`src/core/rtcw_pkg.sv`:
```
// constants and types for the rtc host write port and alarm repeat decode
// assumes one 25 mhz clock; host pins arrive asynchronously
package rtcw_pkg;

  localparam int RTCW_ADDR_W = 4;
  localparam int RTCW_DATA_W = 8;
  localparam int RTCW_NREGS = 16;
  localparam int RTCW_NRPT = 5;

  // alarm byte offsets that carry the repeat bits
  localparam logic [3:0] RTCW_OFS_ASEC = 4'h2;
  localparam logic [3:0] RTCW_OFS_AMIN = 4'h3;
  localparam logic [3:0] RTCW_OFS_AHOUR = 4'h4;
  localparam logic [3:0] RTCW_OFS_ADATE = 4'h5;

  // bit positions inside those bytes
  localparam int RTCW_RPT_HI_BIT = 7;
  localparam int RTCW_RPT5_BIT = 6;

  localparam logic [7:0] RTCW_REG_RST = 8'h00;

  typedef enum logic [2:0] {
    RTCW_RATE_SEC,
    RTCW_RATE_MIN,
    RTCW_RATE_HOUR,
    RTCW_RATE_DAY,
    RTCW_RATE_MONTH,
    RTCW_RATE_YEAR
  } rtcw_rate_t;

  // repeat bit patterns, rpt5 in bit 4 down to rpt1 in bit 0
  localparam logic [4:0] RTCW_RPT_SEC = 5'h1f;
  localparam logic [4:0] RTCW_RPT_MIN = 5'h1e;
  localparam logic [4:0] RTCW_RPT_HOUR = 5'h1c;
  localparam logic [4:0] RTCW_RPT_DAY = 5'h18;
  localparam logic [4:0] RTCW_RPT_MONTH = 5'h10;
  localparam logic [4:0] RTCW_RPT_YEAR = 5'h00;

  typedef struct packed {
    logic chip_sel_n;
    logic write_n;
    logic out_drv_n;
    logic sram_pick_n;
    logic [RTCW_ADDR_W-1:0] addr;
    logic [RTCW_DATA_W-1:0] data;
  } rtcw_pins_t;

  localparam rtcw_pins_t RTCW_PINS_IDLE = '{1'b1, 1'b1, 1'b1, 1'b1, 4'h0, 8'h00};

  typedef struct packed {
    logic strobe;
    logic [RTCW_ADDR_W-1:0] addr;
    logic [RTCW_DATA_W-1:0] data;
  } rtcw_wr_t;

endpackage

```
`src/core/rtcw_host_port.sv`:
```
// sram style host write port with on-chip register file
// assumes host pins are asynchronous to i_clock and held per the bus timing
module rtcw_host_port
  import rtcw_pkg::*;
(
  input wire logic i_clock,
  input wire logic i_resetn,
  input wire logic i_chip_sel_n,
  input wire logic i_write_n,
  input wire logic i_out_drv_n,
  input wire logic i_sram_pick_n,
  input wire logic [rtcw_pkg::RTCW_ADDR_W-1:0] i_addr,
  input wire logic [rtcw_pkg::RTCW_DATA_W-1:0] i_dq,
  output logic [rtcw_pkg::RTCW_DATA_W-1:0] o_dq,
  output logic o_dq_oe,
  output logic o_sram_sel_n,
  output logic o_contention,
  output rtcw_pkg::rtcw_wr_t o_wr,
  output rtcw_pkg::rtcw_rate_t o_alarm_rate
);
  import rtcw_pkg::*;

  typedef struct packed {
    rtcw_pins_t pins1;
    rtcw_pins_t pins2;
    rtcw_pins_t last;
    logic active;
    logic together;
    logic out_en;
    logic [RTCW_DATA_W-1:0] dq_out;
    logic [RTCW_ADDR_W-1:0] wr_addr;
    logic [RTCW_DATA_W-1:0] hold_data;
    rtcw_wr_t wr;
    logic sram_sel_n;
    logic contention;
    rtcw_rate_t rate;
    logic [RTCW_NREGS-1:0][RTCW_DATA_W-1:0] regs;
  } rtcw_state_t;

  localparam rtcw_state_t RTCW_STATE_RST = '{
    pins1: RTCW_PINS_IDLE,
    pins2: RTCW_PINS_IDLE,
    last: RTCW_PINS_IDLE,
    active: 1'b0,
    together: 1'b0,
    out_en: 1'b0,
    dq_out: RTCW_REG_RST,
    wr_addr: 4'h0,
    hold_data: RTCW_REG_RST,
    wr: '{1'b0, 4'h0, 8'h00},
    sram_sel_n: 1'b1,
    contention: 1'b0,
    rate: RTCW_RATE_YEAR,
    regs: {RTCW_NREGS{RTCW_REG_RST}}
  };

  rtcw_state_t s_r;
  rtcw_state_t s_nxt;
  rtcw_pins_t pins_in;
  rtcw_pins_t p;
  logic act;
  logic [4:0] rpt_bits;
  rtcw_rate_t dec_rate;

  assign pins_in = '{i_chip_sel_n, i_write_n, i_out_drv_n, i_sram_pick_n, i_addr, i_dq};
  assign p = s_r.pins2;

  // repeat bits gathered from the alarm bytes
  assign rpt_bits = {s_r.regs[RTCW_OFS_ADATE][RTCW_RPT5_BIT],
                     s_r.regs[RTCW_OFS_ADATE][RTCW_RPT_HI_BIT],
                     s_r.regs[RTCW_OFS_AHOUR][RTCW_RPT_HI_BIT],
                     s_r.regs[RTCW_OFS_AMIN][RTCW_RPT_HI_BIT],
                     s_r.regs[RTCW_OFS_ASEC][RTCW_RPT_HI_BIT]};

  rtcw_alarm_rate u_rate (
    .i_alarm_repeat_bits(rpt_bits),
    .o_rate(dec_rate)
  );

  assign act = !p.chip_sel_n && !p.write_n;

  always_comb
  begin
    s_nxt = s_r;
    // pins1 is only read by pins2
    s_nxt.pins1 = pins_in;
    s_nxt.pins2 = s_r.pins1;
    s_nxt.last = p;
    s_nxt.active = act;
    s_nxt.wr.strobe = 1'b0;
    // address taken at the later falling edge; host keeps it stable
    if (act && !s_r.active)
    begin
      s_nxt.wr_addr = p.addr;
      s_nxt.together = s_r.last.chip_sel_n && s_r.last.write_n;
    end
    // keep the latest sample; only committed at the end, so no partials
    if (act)
    begin
      s_nxt.hold_data = p.data;
    end
    // end at the earlier rising edge: commit the captured byte
    if (!act && s_r.active)
    begin
      s_nxt.regs[s_r.wr_addr] = s_r.hold_data;
      s_nxt.wr.strobe = 1'b1;
      s_nxt.wr.addr = s_r.wr_addr;
      s_nxt.wr.data = s_r.hold_data;
    end
    if (p.chip_sel_n)
    begin
      s_nxt.together = 1'b0;
    end
    // a low write strobe always drops the drive, whatever output drive says
    s_nxt.out_en = !p.chip_sel_n && !p.out_drv_n && p.write_n
                   && !s_nxt.together;
    s_nxt.dq_out = s_r.regs[p.addr];
    s_nxt.sram_sel_n = !(!p.sram_pick_n && p.chip_sel_n);
    // both selects low is a host fault; flagged, and the sram select is held high
    s_nxt.contention = !p.chip_sel_n && !p.sram_pick_n;
    s_nxt.rate = dec_rate;
  end

  always_ff @(posedge i_clock or negedge i_resetn)
  begin
    if (!i_resetn)
    begin
      s_r <= RTCW_STATE_RST;
    end
    else
    begin
      s_r <= s_nxt;
    end
  end

  assign o_dq = s_r.dq_out;
  assign o_dq_oe = s_r.out_en;
  assign o_sram_sel_n = s_r.sram_sel_n;
  assign o_contention = s_r.contention;
  assign o_wr = s_r.wr;
  assign o_alarm_rate = s_r.rate;

  property p_strobe_needs_write;
    @(posedge i_clock) disable iff (!i_resetn)
    s_r.wr.strobe |-> $past(s_r.active) && !s_r.active;
  endproperty
  a_strobe_needs_write: assert property (p_strobe_needs_write)
    else $error("write strobe without an active write");

  property p_addr_at_start;
    @(posedge i_clock) disable iff (!i_resetn)
    $rose(s_r.active) |-> s_r.wr_addr == $past(s_r.pins2.addr);
  endproperty
  a_addr_at_start: assert property (p_addr_at_start)
    else $error("address not taken at write start");

  property p_end_commits;
    @(posedge i_clock) disable iff (!i_resetn)
    $fell(s_r.active) |-> s_r.wr.strobe && s_r.wr.addr == $past(s_r.wr_addr);
  endproperty
  a_end_commits: assert property (p_end_commits)
    else $error("write end did not commit");

  property p_strobe_kills_drive;
    @(posedge i_clock) disable iff (!i_resetn)
    !s_r.pins2.write_n |=> !s_r.out_en;
  endproperty
  a_strobe_kills_drive: assert property (p_strobe_kills_drive)
    else $error("outputs driven during low write strobe");

  property p_together_quiet;
    @(posedge i_clock) disable iff (!i_resetn)
    s_r.together |-> !s_r.out_en;
  endproperty
  a_together_quiet: assert property (p_together_quiet)
    else $error("outputs driven after simultaneous fall");

  property p_reg_written;
    @(posedge i_clock) disable iff (!i_resetn)
    s_r.wr.strobe |-> s_r.regs[s_r.wr.addr] == s_r.wr.data;
  endproperty
  a_reg_written: assert property (p_reg_written)
    else $error("register not holding written byte");

  property p_sram_route;
    @(posedge i_clock) disable iff (!i_resetn)
    !s_r.pins2.sram_pick_n && s_r.pins2.chip_sel_n |=> !s_r.sram_sel_n;
  endproperty
  a_sram_route: assert property (p_sram_route)
    else $error("sram select not routed");

  property p_rate_decode;
    @(posedge i_clock) disable iff (!i_resetn)
    rpt_bits == RTCW_RPT_SEC |=> s_r.rate == RTCW_RATE_SEC;
  endproperty
  a_rate_decode: assert property (p_rate_decode)
    else $error("all ones not decoded as per second");

  property p_undefined_yearly;
    @(posedge i_clock) disable iff (!i_resetn)
    rpt_bits == 5'h01 |=> s_r.rate == RTCW_RATE_YEAR;
  endproperty
  a_undefined_yearly: assert property (p_undefined_yearly)
    else $error("undefined repeat code not yearly");

  property p_no_partial;
    @(posedge i_clock) disable iff (!i_resetn)
    s_r.active && $past(s_r.active) |-> $stable(s_r.regs);
  endproperty
  a_no_partial: assert property (p_no_partial)
    else $error("register changed mid write");

  property p_commit_data;
    @(posedge i_clock) disable iff (!i_resetn)
    s_r.wr.strobe |-> s_r.wr.data == $past(s_r.hold_data);
  endproperty
  a_commit_data: assert property (p_commit_data)
    else $error("committed byte is not the last sample");

  property p_sram_off;
    @(posedge i_clock) disable iff (!i_resetn)
    !s_r.pins2.chip_sel_n |=> s_r.sram_sel_n;
  endproperty
  a_sram_off: assert property (p_sram_off)
    else $error("sram selected while internal select low");

  property p_drive_on;
    @(posedge i_clock) disable iff (!i_resetn)
    !s_r.pins2.chip_sel_n && !s_r.pins2.out_drv_n && s_r.pins2.write_n && !s_r.together
      |=> s_r.out_en;
  endproperty
  a_drive_on: assert property (p_drive_on)
    else $error("outputs not driven for a plain read");

endmodule

```
`src/core/rtcw_alarm_rate.sv`:
```
// alarm repeat rate decode
// assumes repeat bits already gathered, rpt5 in the top bit
module rtcw_alarm_rate
  import rtcw_pkg::*;
(
  input wire logic [4:0] i_alarm_repeat_bits,
  output rtcw_pkg::rtcw_rate_t o_rate
);
  import rtcw_pkg::*;

  always_comb
  begin
    unique case (i_alarm_repeat_bits)
      RTCW_RPT_SEC: o_rate = RTCW_RATE_SEC;
      RTCW_RPT_MIN: o_rate = RTCW_RATE_MIN;
      RTCW_RPT_HOUR: o_rate = RTCW_RATE_HOUR;
      RTCW_RPT_DAY: o_rate = RTCW_RATE_DAY;
      RTCW_RPT_MONTH: o_rate = RTCW_RATE_MONTH;
      // undefined codes fall back to the slowest rate
      default: o_rate = RTCW_RATE_YEAR;
    endcase
  end

endmodule

```
`config.mk`:
```
export PLATFORM = sky130hd
export DESIGN_NAME = rtcw_host_port
export DESIGN_NICKNAME = d
export VERILOG_FILES = /design/src/core/rtcw_pkg.sv /design/src/core/rtcw_host_port.sv /design/src/core/rtcw_alarm_rate.sv
export SDC_FILE = /design/constraint.sdc
export NUM_CORES = 1
export LEC_CHECK = 0
export BUFFER_PORTS_ARGS = -buffer_cell sky130_fd_sc_hd__buf_4
export CAP_MARGIN = 25
export CORE_AREA = 3 3 136 112
export DETAILED_ROUTE_END_ITERATION = 6
export DIE_AREA = 0 0 139 115
export PLACE_DENSITY = 0.83
export SYNTH_ARGS = -nofsm -noshare
export SYNTH_HDL_FRONTEND = slang
export SYNTH_SLANG_ARGS = --single-unit
```
`constraint.sdc`:
```
create_clock -name i_clock -period 2.1 [get_ports i_clock]
set_input_delay 0.525 -clock i_clock [delete_from_list [all_inputs] [get_ports i_clock]]
set_output_delay 0.525 -clock i_clock [all_outputs]
set_load 0.03 [all_outputs]
```
=== Word level (Yosys, flattened, before mapping) ===
Cells that the tools add are included.

* Add/sub/neg operators: 0
* Multiply operators: 0
* Div/mod/pow operators: 0
* Order comparisons: 3
* Equal/unequal tests: 5
* Shifts and indexed selects: 0
* Multiplexer cells: 9
* Bitwise operators: 0
* Reduce and logical (&&, ||, !) cells: 18

{| class="wikitable"
|+ Operators by type and width
! cell !! count
|-
| $bwmux 128 || 1
|-
| $bmux 8 s4 || 1
|-
| $demux 8 s4 || 1
|-
| $eq 5x5->1 const B || 5
|-
| $mux 8 || 2
|-
| $pmux 3 s5 || 1
|-
| $mux 13 || 1
|-
| $logic_and 1x1->1 || 10
|-
| $lt 4x5->1 const B || 2
|-
| $logic_not 1->1 || 8
|-
| $ge 4x1->1 const B || 1
|-
| $mux 1 || 2
|}

* Flip-flop bits (word level): 203
* Bits in latches: 0
* RAM bits: 0
* ROM bits: 0
* Input port bits: 18
* Output and inout port bits: 27
* Logic and storage cells: 77
* Memories kept: 0

=== Depth between registers and ports, before layout ===
Gate-level depths: netlist (run 1).

* Depth in word-level cells: 7
* Mapped depth: 6
* Mapped depth without buffers: 3

=== Hierarchy ===
Synthesis (run 1) repeated with hierarchy kept, for this count alone.

* Cell total of the unflattened synthesis: 514
* Area, all modules: 8451.9 µm²

{| class="wikitable"
|+ Modules (own cells, without submodules)
! module !! times used !! cells an instance !! area an instance (µm²) !! seq. area each (µm²)
|-
| rtcw_host_port || 1 || 505 || 8396.8 || 5096.1
|-
| rtcw_alarm_rate || 1 || 9 || 55.1 || 0.0
|}

=== Worst setup path after synthesis (run 1) ===
No wires, ideal clock.

* Kind: reg-to-reg
* Start: register s_r, in the netlist p[15]
* End: register s_r, in the netlist rpt_bits[0]
* Setup time: 0.125 ns
* Data arrival time: 1.794 ns
* Data required time: 1.975 ns
* Setup slack: 0.181 ns
* Stages on the path, launching flop included: 6
* Buffers on the path: 2
* Clock period less this slack: 1.919 ns
* Cell sequence: dfstp_2 buf_2 o21ai_2 buf_6 nor4_4 mux2_2

* Cells in the longest elaborated chain, start to end: 4

{| class="wikitable"
|+ Ends and longest elaborated chain
! item !! line !! text
|-
| start: declaration || rtcw_host_port.sv:57 || <nowiki>rtcw_state_t s_r;</nowiki>
|-
| start signal: assignment || rtcw_host_port.sv:132 || <nowiki>s_r <= s_nxt;</nowiki>
|-
| $logic_not 1->1 || rtcw_host_port.sv:80 || <nowiki>assign act = !p.chip_sel_n && !p.write_n;</nowiki>
|-
| $logic_and 1x1->1 || rtcw_host_port.sv:80 ||
|-
| $logic_not 1->1 || rtcw_host_port.sv:103 || <nowiki>if (!act && s_r.active)</nowiki>
|-
| $logic_and 1x1->1 || rtcw_host_port.sv:103 ||
|}

No other way between the ends.
A chain may end at the register's enable or synchronous reset.

=== Worst setup path after layout (run 1) ===
* Start: register s_r, in the netlist p[15]
* End: register s_r[74] (netlist bit)

Same word-level chain as after synthesis.

==> results by group, run 1 <==
Floorplanning
  – Boundary pin count: 45
  – Core area: 14,050 sq um
  – Floorplan die area: 15,990 sq um
  – Vertical extent of the die: 115 um
  – Initial cell density of the core: 0.6007
  – Die Wd: 139 um
  – Site row count: 39

Critical path
  – Type of element capturing the critical path: flop
  – Crit Path Class: flop to flop
  – Startpoint types: flop
  – Most common cell type on the critical path: buf_4
  – Cell at the slowest stage of the critical path: dfstp_2
  – Worst Reg-to-Reg Cells: 5
  – Max FO, Critical Path: 13
  – Data arrival time of the critical path: 2350 ps
  – Crit path cell chain: o21ai_2, buf_4, nor4_4, buf_4, mux2_2
  – Peak per-stage delay on the critical path: 650 ps
  – CP Data Required Time: 2470 ps

Cells and area
  – Fraction of layout cells with a size suffix above 1: 0.5624
  – Final Core Density: 0.6878
  – Diode count: 0
  – # nets final: 573
  – Relative area change from synthesis to final layout: 14.50%
  – Count of fill cells added during filler insertion: 921

Synthesis
  – Post-synthesis sequential area ratio: 0.6037
  – Number of enable flip-flop cells after synthesis: 0
  – Total number of yosys warnings: 0
  – Post-Synthesis Cell Area: 8442 sq um
  – Mapped Nets: 532
  – Async set or reset register ratio after synthesis: 1.000
  – Main synth FF type: dfrtp_1
  – Unique masters post-synth: 36
  – Seq cells post-synth: 203
  – Average instance area after synthesis: 16.42 sq um
  – Cells after synthesis: 514

CTS
  – Clock tree from TritonCTS: built
  – Post-CTS repair timing setup buffer count: 0
  – Root buffer cell: clkbuf_16
  – Maximum buffer depth of the clock tree: 3
  – Number of buffers inserted during clock tree synthesis: 20
  – Clock Pin Slew Worst Setup and Hold Paths: 60 ps
  – Clock latency reported for the late side of the worst-skew pair: 490 ps
  – Depth of the CTS H-tree: 1
  – Total number of clock tree sinks: 203

Routing
  – Vias: 4,497
  – Met2 wire length: 8443 um
  – Top Layer Used: met4
  – Met3 wirelength from detailed routing: 778 um
  – Post-detailed-routing wire length: 17,000 um
  – Pre-Repair DR Iteration Count: 4
  – Starting DRC count in detailed routing: 303
  – Routed wire per std cell: 22.58 um
  – Vias per std cell: 5.972
  – Detailed-routing wirelength on met1: 7341 um
  – # DRC: 0
  – Residual antenna-violating net count after detailed routing: 0

Run
  – Count of maximum capacitance violations: 0

Placed design
  – Number of input and output port buffers inserted: 44
  – Last weighted congestion value of the routability-driven placer: 0.7646
  – Setup slack after placement: 94.97 ps
  – Detailed placer's ending HPWL: 10,620 um

Global route
  – Number of global-route vias before repair: 4,929
  – Overall fraction of global-route tracks in use: 0.2194
  – First-pass GRT wire length: 27,370 um
  – Antenna violations before repair: 0
  – Maximum number of pins on one net before global-route repair: 48
  – Final global-route overflow total: 0

Outcome
  – Outcome: completed

Timing
  – Final critical delay including setup and external delays: 1985 ps
  – RSZ-0062 raised after global routing: no
  – Number of hold violations in the final report: 0
  – Max Clock Skew: 10.63 ps
  – Sum of negative setup slack: 0 ps
  – Relative max-transition margin: 0.5744
  – Smallest setup slack after layout: 114.6 ps
  – Final slew viol count: 0
  – Number of setup violations in the final report: 0
  – Max Clock Freq: 503.7 MHz
  – Transition time at the pin with the least slew margin: 638.4 ps
  – Part of the cycle the worst path needs: 0.9454

Power and ir drop
  – P per Cell Area: 1232 nW/um^2
  – Maximum VDD drop: 0.0008587 V
  – Static leakage: 4.416 nW
  – Total Power: 11.91 mW

Worst hold path
  – Kind of path behind the tightest hold check: input port to flop
  – Number of cells traversed by the worst hold path: 1
cell type report:
class | instances | area [sq um] | share of cell area
Inverter | 2 | 7.507 | 0.0007767
Sequential cell | 203 | 5097 | 0.5274
Multi-Input combinational cell | 256 | 3022 | 0.3126
Clock inverter | 6 | 55.05 | 0.005696
Tap cell | 184 | 230.2 | 0.02382
Timing Repair Buffer | 72 | 624.3 | 0.06460
Clock buffer | 30 | 629.4 | 0.06511
flip-flops by register name, summed over array words and instances, names as in the netlist:
name / cells
s_r: 139
p: 16
s_nxt: 16
o_wr: 13
o_dq: 8
rpt_bits: 5
o_alarm_rate: 3
o_contention: 1
o_dq_oe: 1
o_sram_sel_n: 1
power breakdown:
group	switching [mW]	total, mW	internal, mW
Sequential	0.757	5.79	5.03
Combinational	1.04	2.49	1.45
Clock	1.44	3.63	2.19
what timing repair did:
action | CTS | global route
hold buffers | 1 | 0
endpoints found under the setup margin | 0 | 8
endpoints found under the hold margin | 32 | 0
gates resized for setup | 0 | 1
synth_stat cells, types with 5 or more instances:
cell | n | area [sq um]
mux4_2 | 32 | 720.7
mux2_2 | 141 | 1588
o21ai_0 | 5 | 25.02
dfstp_2 | 13 | 341.6
a22oi_1 | 16 | 120.1
nor4_4 | 7 | 148.9
clkbuf_1 | 16 | 60.06
buf_4 | 26 | 195.2
mux2_4 | 8 | 120.1
buf_2 | 7 | 35.03
dfrtp_1 | 190 | 4755
nand2_1 | 15 | 56.30
cell usage in the layout, fill, tap and decap left out, types with 2 or more instances in the layout:
| cell | n |
|---|---|
| a22oi_1 | 16 |
| clkinv_2 | 5 |
| nand2b_1 | 2 |
| mux2_2 | 141 |
| dfrtp_1 | 189 |
| nand3_1 | 2 |
| nand2_1 | 15 |
| nor2_1 | 4 |
| o21ai_0 | 5 |
| mux2_4 | 8 |
| nor2b_1 | 2 |
| mux4_2 | 32 |
| buf_4 | 64 |
| clkbuf_16 | 21 |
| nor3_1 | 2 |
| nor2_2 | 4 |
| buf_12 | 6 |
| clkbuf_8 | 8 |
| clkbuf_1 | 2 |
| dfstp_2 | 13 |
| nor4_4 | 7 |
| nor3_4 | 2 |
| nor3_2 | 2 |
worst max-delay path: cells and delay by family (launching register included):
kind | cells | cell delay, ps
flops | 1 | 650
mux | 1 | 350
compound gates | 1 | 110
simple gates | 1 | 250
buf+inv | 2 | 490
per-layer routing:
| layer | track usage | vias up |
|---|---|---|
| li1 | - | 1925 |
| met5 | 0 | - |
| met3 | 0.03160 | 35 |
| met1 | 0.3079 | 2415 |
| met4 | 0.05737 | 0 |
| met2 | 0.3708 | 122 |
logic make-up (layout without fill, tap and decap cells):
logic type,count (synthesis),in the layout,share of synthesized area
compound gates,25,25,0.02238
buf+inv,55,110,0.03883
xor+xnor,1,1,0.001038
mux,181,181,0.2877
flops,203,203,0.6037
simple gates,49,49,0.04639
path summary, 6_finish.rpt:
| kind | start | to | slack [ps] |
|---|---|---|---|
| min reg2reg | s_nxt[187]$_DFF_PN0_ | p[2]$_DFF_PN0_ | 340 |
| max reg2reg | p[15]$_DFF_PN1_ | s_r[74]$_DFFE_PN0P_ | 110 |
| min in group asynchronous | i_resetn | p[4]$_DFF_PN0_ | 550 |
| min | i_out_drv_n | s_nxt[198]$_DFF_PN1_ | 140 |
| max in group asynchronous | i_resetn | o_alarm_rate[2]$_DFF_PN1_ | 940 |
| max | p[15]$_DFF_PN1_ | s_r[74]$_DFFE_PN0P_ | 110 |
stage by stage:
| step | std cells | area, sq um | hold slack [ps] |
|---|---|---|---|
| after floorplan | 514 | 8442 | 229.4 |
| after global placement | 715 | 8960 | 332.3 |
| after detailed placement | 715 | 8960 | 334.7 |
| after CTS | 752 | 9654 | 126.7 |
| after global routing | 753 | 9666 | 123.3 |
| final | 753 | 9666 | 140.4 |
No activity file was read; power rests on OpenSTA's default activity.
==> run 2: changes to the inputs <==
Settings changed: CORE_AREA 3 3 136 112 to 3 3 158 129, DIE_AREA 0 0 139 115 to 0 0 161 132, PLACE_DENSITY 0.83 to 0.66, SKIP_LAST_GASP set to 1, SYNTH_HIERARCHICAL set to 1.
==> results by group, run 2 <==
Synthesis
  – Biggest area contributors in the synthesized netlist: dfrtp_1, mux2_2, mux4_2, dfstp_2, buf_4
  – Post-synthesis xor/xnor area fraction: 0.001036 (-0.000001229)
  – Dominant cell by count in the synthesized netlist: dfrtp_1
  – Portion of synthesized cell area occupied by the leading cell type: 0.5625 (-0.0006670)
  – Dominant cell type by area after synthesis: dfrtp_1
  – Mapped Nets: 532 (unchanged)
  – Async set or reset register ratio after synthesis: 1.000 (unchanged)
  – Commonest cells post-synth: dfrtp_1, mux2_2, mux4_2
  – Synthesized-area fraction occupied by and/or/nand/nor cells: 0.04545 (-0.0009432)
  – Dominant combinational cell family by area after synthesis: multiplexers
  – Average instance area after synthesis: 16.44 sq um (+0.12%)
  – Unique masters post-synth: 36 (unchanged)
  – Main synth FF type: dfrtp_1
  – Fraction of the mapped netlist area in adder cells: 0 (unchanged)
  – Compound-cell area share of the yosys netlist: 0.02398 (+0.001602)
  – Total number of yosys warnings: 6 (+6)
  – Post-Synthesis Cell Area: 8452 sq um (+0.12%)
  – Proportion of synthesized area in mux cells: 0.2873 (-0.0003407)
  – Post-synthesis sequential area ratio: 0.6030 (-0.0007149)
  – Cells after synthesis: 514 (unchanged)
  – Number of enable flip-flop cells after synthesis: 0 (unchanged)
  – Seq cells post-synth: 203 (unchanged)

Cells and area
  – Reg with most FFs: s_r
  – Fraction of layout cells with a size suffix above 1: 0.5687 (+0.006338)
  – Leading cell type in the layout, fill and taps excluded: dfrtp_1
  – Layout Cells excl Fill: 840 (+12%)
  – Relative area change from synthesis to final layout: 16.37%
  – # nets final: 586 (+2.3%)
  – Number of flip-flops in the largest register: 139 (unchanged)
  – Area taken by flip-flops and latches: 5097 sq um (unchanged)
  – Diode count: 0 (unchanged)
  – Area of the multi-input gates: 3024 sq um (about the same)
  – Count of fill cells added during filler insertion: 1,573 (+71%)
  – Commonest cells after routing, fill and taps aside: dfrtp_1, mux2_2, buf_4

Global route
  – Final global-route overflow total: 0 (unchanged)
  – Maximum number of pins on one net before global-route repair: 64 (+33%)
  – Routing usage on met3: 0.03015 (-0.001450)
  – First-pass GRT wire length: 28,550 um (+4.3%)
  – Overall fraction of global-route tracks in use: 0.1716 (-0.04782)
  – GR peak layer: met2
  – Global-route met1 utilization: 0.2581 (-0.04979)
  – Number of global-route vias before repair: 4,922 (-0.14%)
  – Met2 global-route usage: 0.2638 (-0.1070)
  – Antenna violations before repair: 0 (unchanged)

Routing
  – Starting DRC count in detailed routing: 272 (-10%)
  – Post-detailed-routing wire length: 17,650 um (+3.8%)
  – Vias per std cell: 5.323 (-11%)
  – # DRC: 0 (unchanged)
  – Pre-Repair DR Iteration Count: 4 (unchanged)
  – Vias: 4,471 (-0.58%)
  – Residual antenna-violating net count after detailed routing: 0 (unchanged)
  – Routed wire per std cell: 21.01 um (-7.0%)

CTS
  – Number of buffers inserted for hold repair after clock tree synthesis: 0 (-1)
  – Maximum buffer depth of the clock tree: 3 (unchanged)
  – Clock Pin Slew Worst Setup and Hold Paths: 60 ps (about the same)
  – Number of buffers inserted during clock tree synthesis: 21 (+5.0%)
  – Clock tree from TritonCTS: built
  – Depth of the CTS H-tree: 1 (unchanged)
  – Root buffer cell: clkbuf_16
  – Clock latency reported for the late side of the worst-skew pair: 490 ps (about the same)
  – Number of gates given a new drive strength after cts: 0 (unchanged)
  – Total number of clock tree sinks: 203 (unchanged)
  – Post-CTS repair timing setup buffer count: 0 (unchanged)

Power and ir drop
  – Static leakage: 4.463 nW (+1.1%)
  – P per Cell Area: 1216 nW/um^2 (-1.3%)
  – Maximum VDD drop: 0.0007308 V (-15%)

Floorplanning
  – Floorplan die area: 21,250 sq um (+33%)
  – Site row count: 45 (+15%)
  – Core area: 18,920 sq um (+35%)
  – Initial cell density of the core: 0.4468 (-0.1539)
  – Die Wd: 161 um (+16%)
  – Vertical extent of the die: 132 um (+15%)
  – Boundary pin count: 45 (unchanged)

Placed design
  – Last weighted congestion value of the routability-driven placer: 0.7949 (+4.0%)
  – Number of input and output port buffers inserted: 44 (unchanged)
  – Detailed placer's ending HPWL: 11,590 um (+9.2%)
  – Cell Count Post-Placement: 803 (+12%)
  – Setup slack after placement: 66.43 ps (-28.54 ps)

Timing
  – RSZ-0062 raised after global routing: no
  – Worst hold slack: 8.924 ps (-131.5 ps)
  – Max Clock Skew: 11.23 ps (+0.6031 ps)
  – Relative max-transition margin: 0.3921 (-0.1823)
  – Sum of negative setup slack: 0 ps (unchanged)
  – Number of hold violations in the final report: 0 (unchanged)
  – Part of the cycle the worst path needs: 0.9692 (+0.02382)
  – Number of setup violations in the final report: 0 (unchanged)
  – Smallest setup slack after layout: 64.61 ps (-50.02 ps)
  – Max Clock Freq: 491.3 MHz (-2.5%)
  – Final critical delay including setup and external delays: 2035 ps (+50.02 ps)
  – Final slew viol count: 0 (unchanged)
  – Transition time at the pin with the least slew margin: 908.6 ps (+270.2 ps)

Outcome
  – Outcome: completed

Critical path
  – Stages on worst setup path: 3 (-2)
  – Type of element capturing the critical path: flop
  – Cell at the slowest stage of the critical path: or4_1
  – Worst Reg-to-Reg Cells: 3 (-2)
  – Family of cells with the greatest summed delay on the critical path: simple AND/OR/NAND/NOR gates
  – Max FO, Critical Path: 10 (-3)
  – CP Data Required Time: 2480 ps (about the same)
  – Crit path cell chain: o21ai_4, or4_1, mux2_4
  – Startpoint types: flop
  – Number of buffer and inverter stages on the critical path: 0 (-2)
  – Peak per-stage delay on the critical path: 770 ps (+120 ps)
  – Data arrival time of the critical path: 2410 ps (+60 ps)
  – Crit Path Class: flop to flop

Worst hold path
  – Kind of path behind the tightest hold check: input port to async pin

Run
  – Count of maximum capacitance violations: 0 (unchanged)
==> run 2: power breakdown <==
group | switching [mW] | internal [mW]
Sequential | 0.713 | 5.02
Combinational | 1.02 | 1.46
Clock | 1.51 | 2.23
Total | 3.24 | 8.72
==> run 2: worst reg2reg max path: stages (launching register included) <==
cell and delay, ps:
dfstp_2 660, o21ai_4 90, or4_1 770, mux2_4 400
==> run 2: area by class of cell <==
type / instances / area share
Tap cell: 258 / 0.03282
Timing Repair Buffer: 84 / 0.06984
Inverter: 2 / 0.0007633
Clock inverter: 9 / 0.01069
Sequential cell: 203 / 0.5183
Clock buffer: 28 / 0.06017
Multi-Input combinational cell: 256 / 0.3075
==> run 2: final timing paths <==
check | start | to | slack [ps]
hold / removal | i_resetn | o_wr[6]$_DFFE_PN0P_ | 9
max in group asynchronous | i_resetn | o_dq[4]$_DFF_PN0_ | 1410
hold reg to reg | s_nxt[190]$_DFF_PN0_ | p[5]$_DFF_PN0_ | 350
min in group i_clock | i_addr[2] | s_nxt[195]$_DFF_PN0_ | 140
setup reg to reg | p[15]$_DFF_PN1_ | s_r[12]$_DFFE_PN0P_ | 60
setup / recovery | p[15]$_DFF_PN1_ | s_r[12]$_DFFE_PN0P_ | 60
==> run 2: per-layer routing <==
metal | routed length (um) | share of wire | up-vias
met5 | 0 | 0 | -
met4 | 374 | 0.021 | 0
met3 | 849 | 0.048 | 29
met2 | 8079 | 0.46 | 91
met1 | 8346 | 0.47 | 2388
li1 | - | - | 1963
==> run 2: stage by stage <==
stage	total power [mW]	cell area, sq um	util
final	11.96	9836	0.5199
after global routing	12.55	9836	0.5199
after CTS	12.09	9836	0.5199
after detailed placement	8.306	9139	0.4831
after global placement	8.150	9139	0.4831
after floorplan	7.590	8452	-
==> run 2: cell families (layout without fill, tap and decap cells) <==
group                     count (synthesis)  after routing
DFF                                     203            203
muxes                                   181            181
buffers and inverters                    55            123
and+or+nand+nor                          49             49
AOI/OAI and AO/OA                        25             25
xor gates and xnor gates                  1              1
==> run 3: changes to the inputs <==
Settings changed: CELL_PAD_IN_SITES_DETAIL_PLACEMENT set to 1, CELL_PAD_IN_SITES_GLOBAL_PLACEMENT set to 2, PLACE_DENSITY 0.66 to 0.82.
==> results by group, run 3 (synthesis gave the netlist of run 2 again) <==
Outcome
  – Outcome: completed

Timing
  – Number of setup violations in the final report: 0 (unchanged)
  – Sum of negative setup slack: 0 ps (unchanged)
  – Final critical delay including setup and external delays: 1995 ps (-40.06 ps)
  – RSZ-0062 raised after global routing: no
  – Number of hold violations in the final report: 0 (unchanged)
  – Transition time at the pin with the least slew margin: 790.2 ps (-118.4 ps)
  – Relative max-transition margin: 0.4732 (+0.08115)
  – Final slew viol count: 0 (unchanged)
  – Max Clock Freq: 501.2 MHz (+2.0%)
  – Part of the cycle the worst path needs: 0.9502 (-0.01908)
  – Max Clock Skew: 11.02 ps (-0.2119 ps)
  – Worst hold slack: 140.5 ps (+131.5 ps)

Power and ir drop
  – Sw Share: 0.2752 (+0.004112)
  – Total Power: 11.93 mW (-0.24%)
  – Static leakage: 4.418 nW (-1.0%)
  – Clock network fraction of design power: 0.305 (-0.008)
  – Combinational group share of total power: 0.209 (+0.002)
  – Cell Int Power: 8.645 mW (-0.81%)
  – P per Cell Area: 1222 nW/um^2 (+0.51%)
  – Maximum VDD drop: 0.0007277 V (-0.43%)
  – Sequential power share: 0.486 (+0.007)
  – NetSw: 3.282 mW (+1.3%)

Critical path
  – Startpoint types: flop
  – Crit Path Class: flop to flop
  – Number of buffer and inverter stages on the critical path: 1 (+1)
  – Family of cells with the greatest summed delay on the critical path: multiplexers
  – Stages on worst setup path: 4 (+1)
  – Crit path cell chain: buf_12, mux4_2, a22oi_1, nand2_1
  – CP Data Required Time: 2440 ps (-40 ps)
  – Data arrival time of the critical path: 2340 ps (-70 ps)
  – Peak per-stage delay on the critical path: 530 ps (-240 ps)
  – Worst Reg-to-Reg Cells: 4 (+1)
  – Cell at the slowest stage of the critical path: mux4_2
  – Reg-to-reg slack, setup: 100 ps (+40 ps)
  – Type of element capturing the critical path: flop
  – Max FO, Critical Path: 23 (+13)

Placed design
  – Detailed placer's ending HPWL: 12,300 um (+6.1%)
  – Number of input and output port buffers inserted: 44 (unchanged)
  – Last weighted congestion value of the routability-driven placer: 0.7605 (-4.3%)
  – Cell Count Post-Placement: 794 (-1.1%)

Global route
  – Overall fraction of global-route tracks in use: 0.1853 (+0.01374)
  – Antenna violations before repair: 0 (unchanged)
  – Final global-route overflow total: 0 (unchanged)
  – Number of global-route vias before repair: 5,182 (+5.3%)
  – First-pass GRT wire length: 30,590 um (+7.1%)
  – Maximum number of pins on one net before global-route repair: 69 (+7.8%)

Floorplanning
  – Core area: 18,920 sq um (unchanged)
  – Die Wd: 161 um (unchanged)
  – Boundary pin count: 45 (unchanged)
  – Site row count: 45 (unchanged)
  – Floorplan die area: 21,250 sq um (unchanged)
  – Initial cell density of the core: 0.4468 (unchanged)
  – Vertical extent of the die: 132 um (unchanged)

Routing
  – Routed wire per std cell: 22.91 um (+9.0%)
  – # DRC: 0 (unchanged)
  – Pre-Repair DR Iteration Count: 4 (unchanged)
  – Post-detailed-routing wire length: 19,060 um (+8.0%)
  – Vias per std cell: 5.423 (+1.9%)
  – Vias: 4,512 (+0.92%)
  – Starting DRC count in detailed routing: 217 (-20%)
  – Residual antenna-violating net count after detailed routing: 0 (unchanged)

CTS
  – Number of gates given a new drive strength after cts: 0 (unchanged)
  – Number of buffers inserted during clock tree synthesis: 21 (unchanged)
  – Post-CTS repair timing setup buffer count: 0 (unchanged)
  – Depth of the CTS H-tree: 1 (unchanged)
  – Clock latency reported for the late side of the worst-skew pair: 490 ps (about the same)
  – Clock tree from TritonCTS: built
  – Clock Pin Slew Worst Setup and Hold Paths: 60 ps (about the same)
  – Maximum buffer depth of the clock tree: 3 (unchanged)
  – Total number of clock tree sinks: 203 (unchanged)
  – Root buffer cell: clkbuf_16

Cells and area
  – Final Core Density: 0.5160 (-0.003902)
  – Reg with most FFs: s_r
  – Number of flip-flops in the largest register: 139 (unchanged)
  – Diode count: 0 (unchanged)
  – Leading cell type in the layout, fill and taps excluded: dfrtp_1
  – # nets final: 579 (-1.2%)
  – Commonest cells after routing, fill and taps aside: dfrtp_1, mux2_2, buf_4
  – Count of fill cells added during filler insertion: 1,810 (+15%)
  – Relative area change from synthesis to final layout: 15.50%
  – Layout Cells excl Fill: 832 (-0.95%)
  – Fraction of layout cells with a size suffix above 1: 0.5592 (-0.009495)

Run
  – Count of maximum capacitance violations: 0 (unchanged)

Worst hold path
  – Number of cells traversed by the worst hold path: 1
  – Kind of path behind the tightest hold check: input port to flop
-- run 3: layer usage --
layer | track usage | up-vias | share of wire
li1 | - | 1945 | -
met1 | 0.2614 | 2460 | 0.46
met2 | 0.3049 | 77 | 0.49
met3 | 0.03266 | 30 | 0.032
met4 | 0.04013 | 0 | 0.020
met5 | 0 | - | 0
-- run 3: what timing repair did --
| action | in CTS | in global routing |
|---|---|---|
| hold endpoints to repair | 37 | 0 |
| endpoints found under the setup margin | 0 | 0 |
| hold buffers | 1 | 0 |
-- run 3: cell type report --
cell class / instances / area [sq um] / area share
clock inverters: 5 / 50.05 / 0.005127
inverters: 2 / 7.507 / 0.0007690
multi-input cells: 256 / 3024 / 0.3098
flip-flops and latches: 203 / 5097 / 0.5222
clock buffers: 31 / 623.1 / 0.06383
repair buffers: 77 / 636.9 / 0.06524
well taps: 258 / 322.8 / 0.03307
-- run 3: power by group through the flow --
stage | combinational [mW] | clock [mW] | sequential, mW
final | 2.49 | 3.63 | 5.80
after floorplan | 2.12 | 0 | 5.47
after CTS | 2.53 | 3.74 | 5.80
after detailed placement | 2.51 | 0 | 5.84
after global placement | 2.39 | 0 | 5.76
after global routing | 2.68 | 3.96 | 5.94
-- run 3: metrics by stage --
step / worst slack, ps / cell area, sq um
detailed placement: 144.8 / 9071
finish: 104.7 / 9762
global route: 40.79 / 9762
floorplan: 198.9 / 8452
CTS: 124.5 / 9754
global placement: 194.8 / 9071
-- run 3: worst register-to-register path: stages, from the launching register on --
cell     delay (ps)
dfrtp_2         420
buf_12          240
mux4_2          550
a22oi_1         520
nand2_1         120
-- run 3: path summary, 6_finish.rpt --
check	start	to
worst min-delay path	i_dq[1]	s_nxt[186]$_DFF_PN0_
min in group asynchronous	i_resetn	s_r[30]$_DFFE_PN0P_
worst max register to register	p[8]$_DFF_PN0_	o_dq[4]$_DFF_PN0_
worst min register to register	s_nxt[195]$_DFF_PN0_	p[10]$_DFF_PN0_
max in group asynchronous	i_resetn	o_alarm_rate[0]$_DFF_PN1_
worst max-delay path	p[8]$_DFF_PN0_	o_dq[4]$_DFF_PN0_
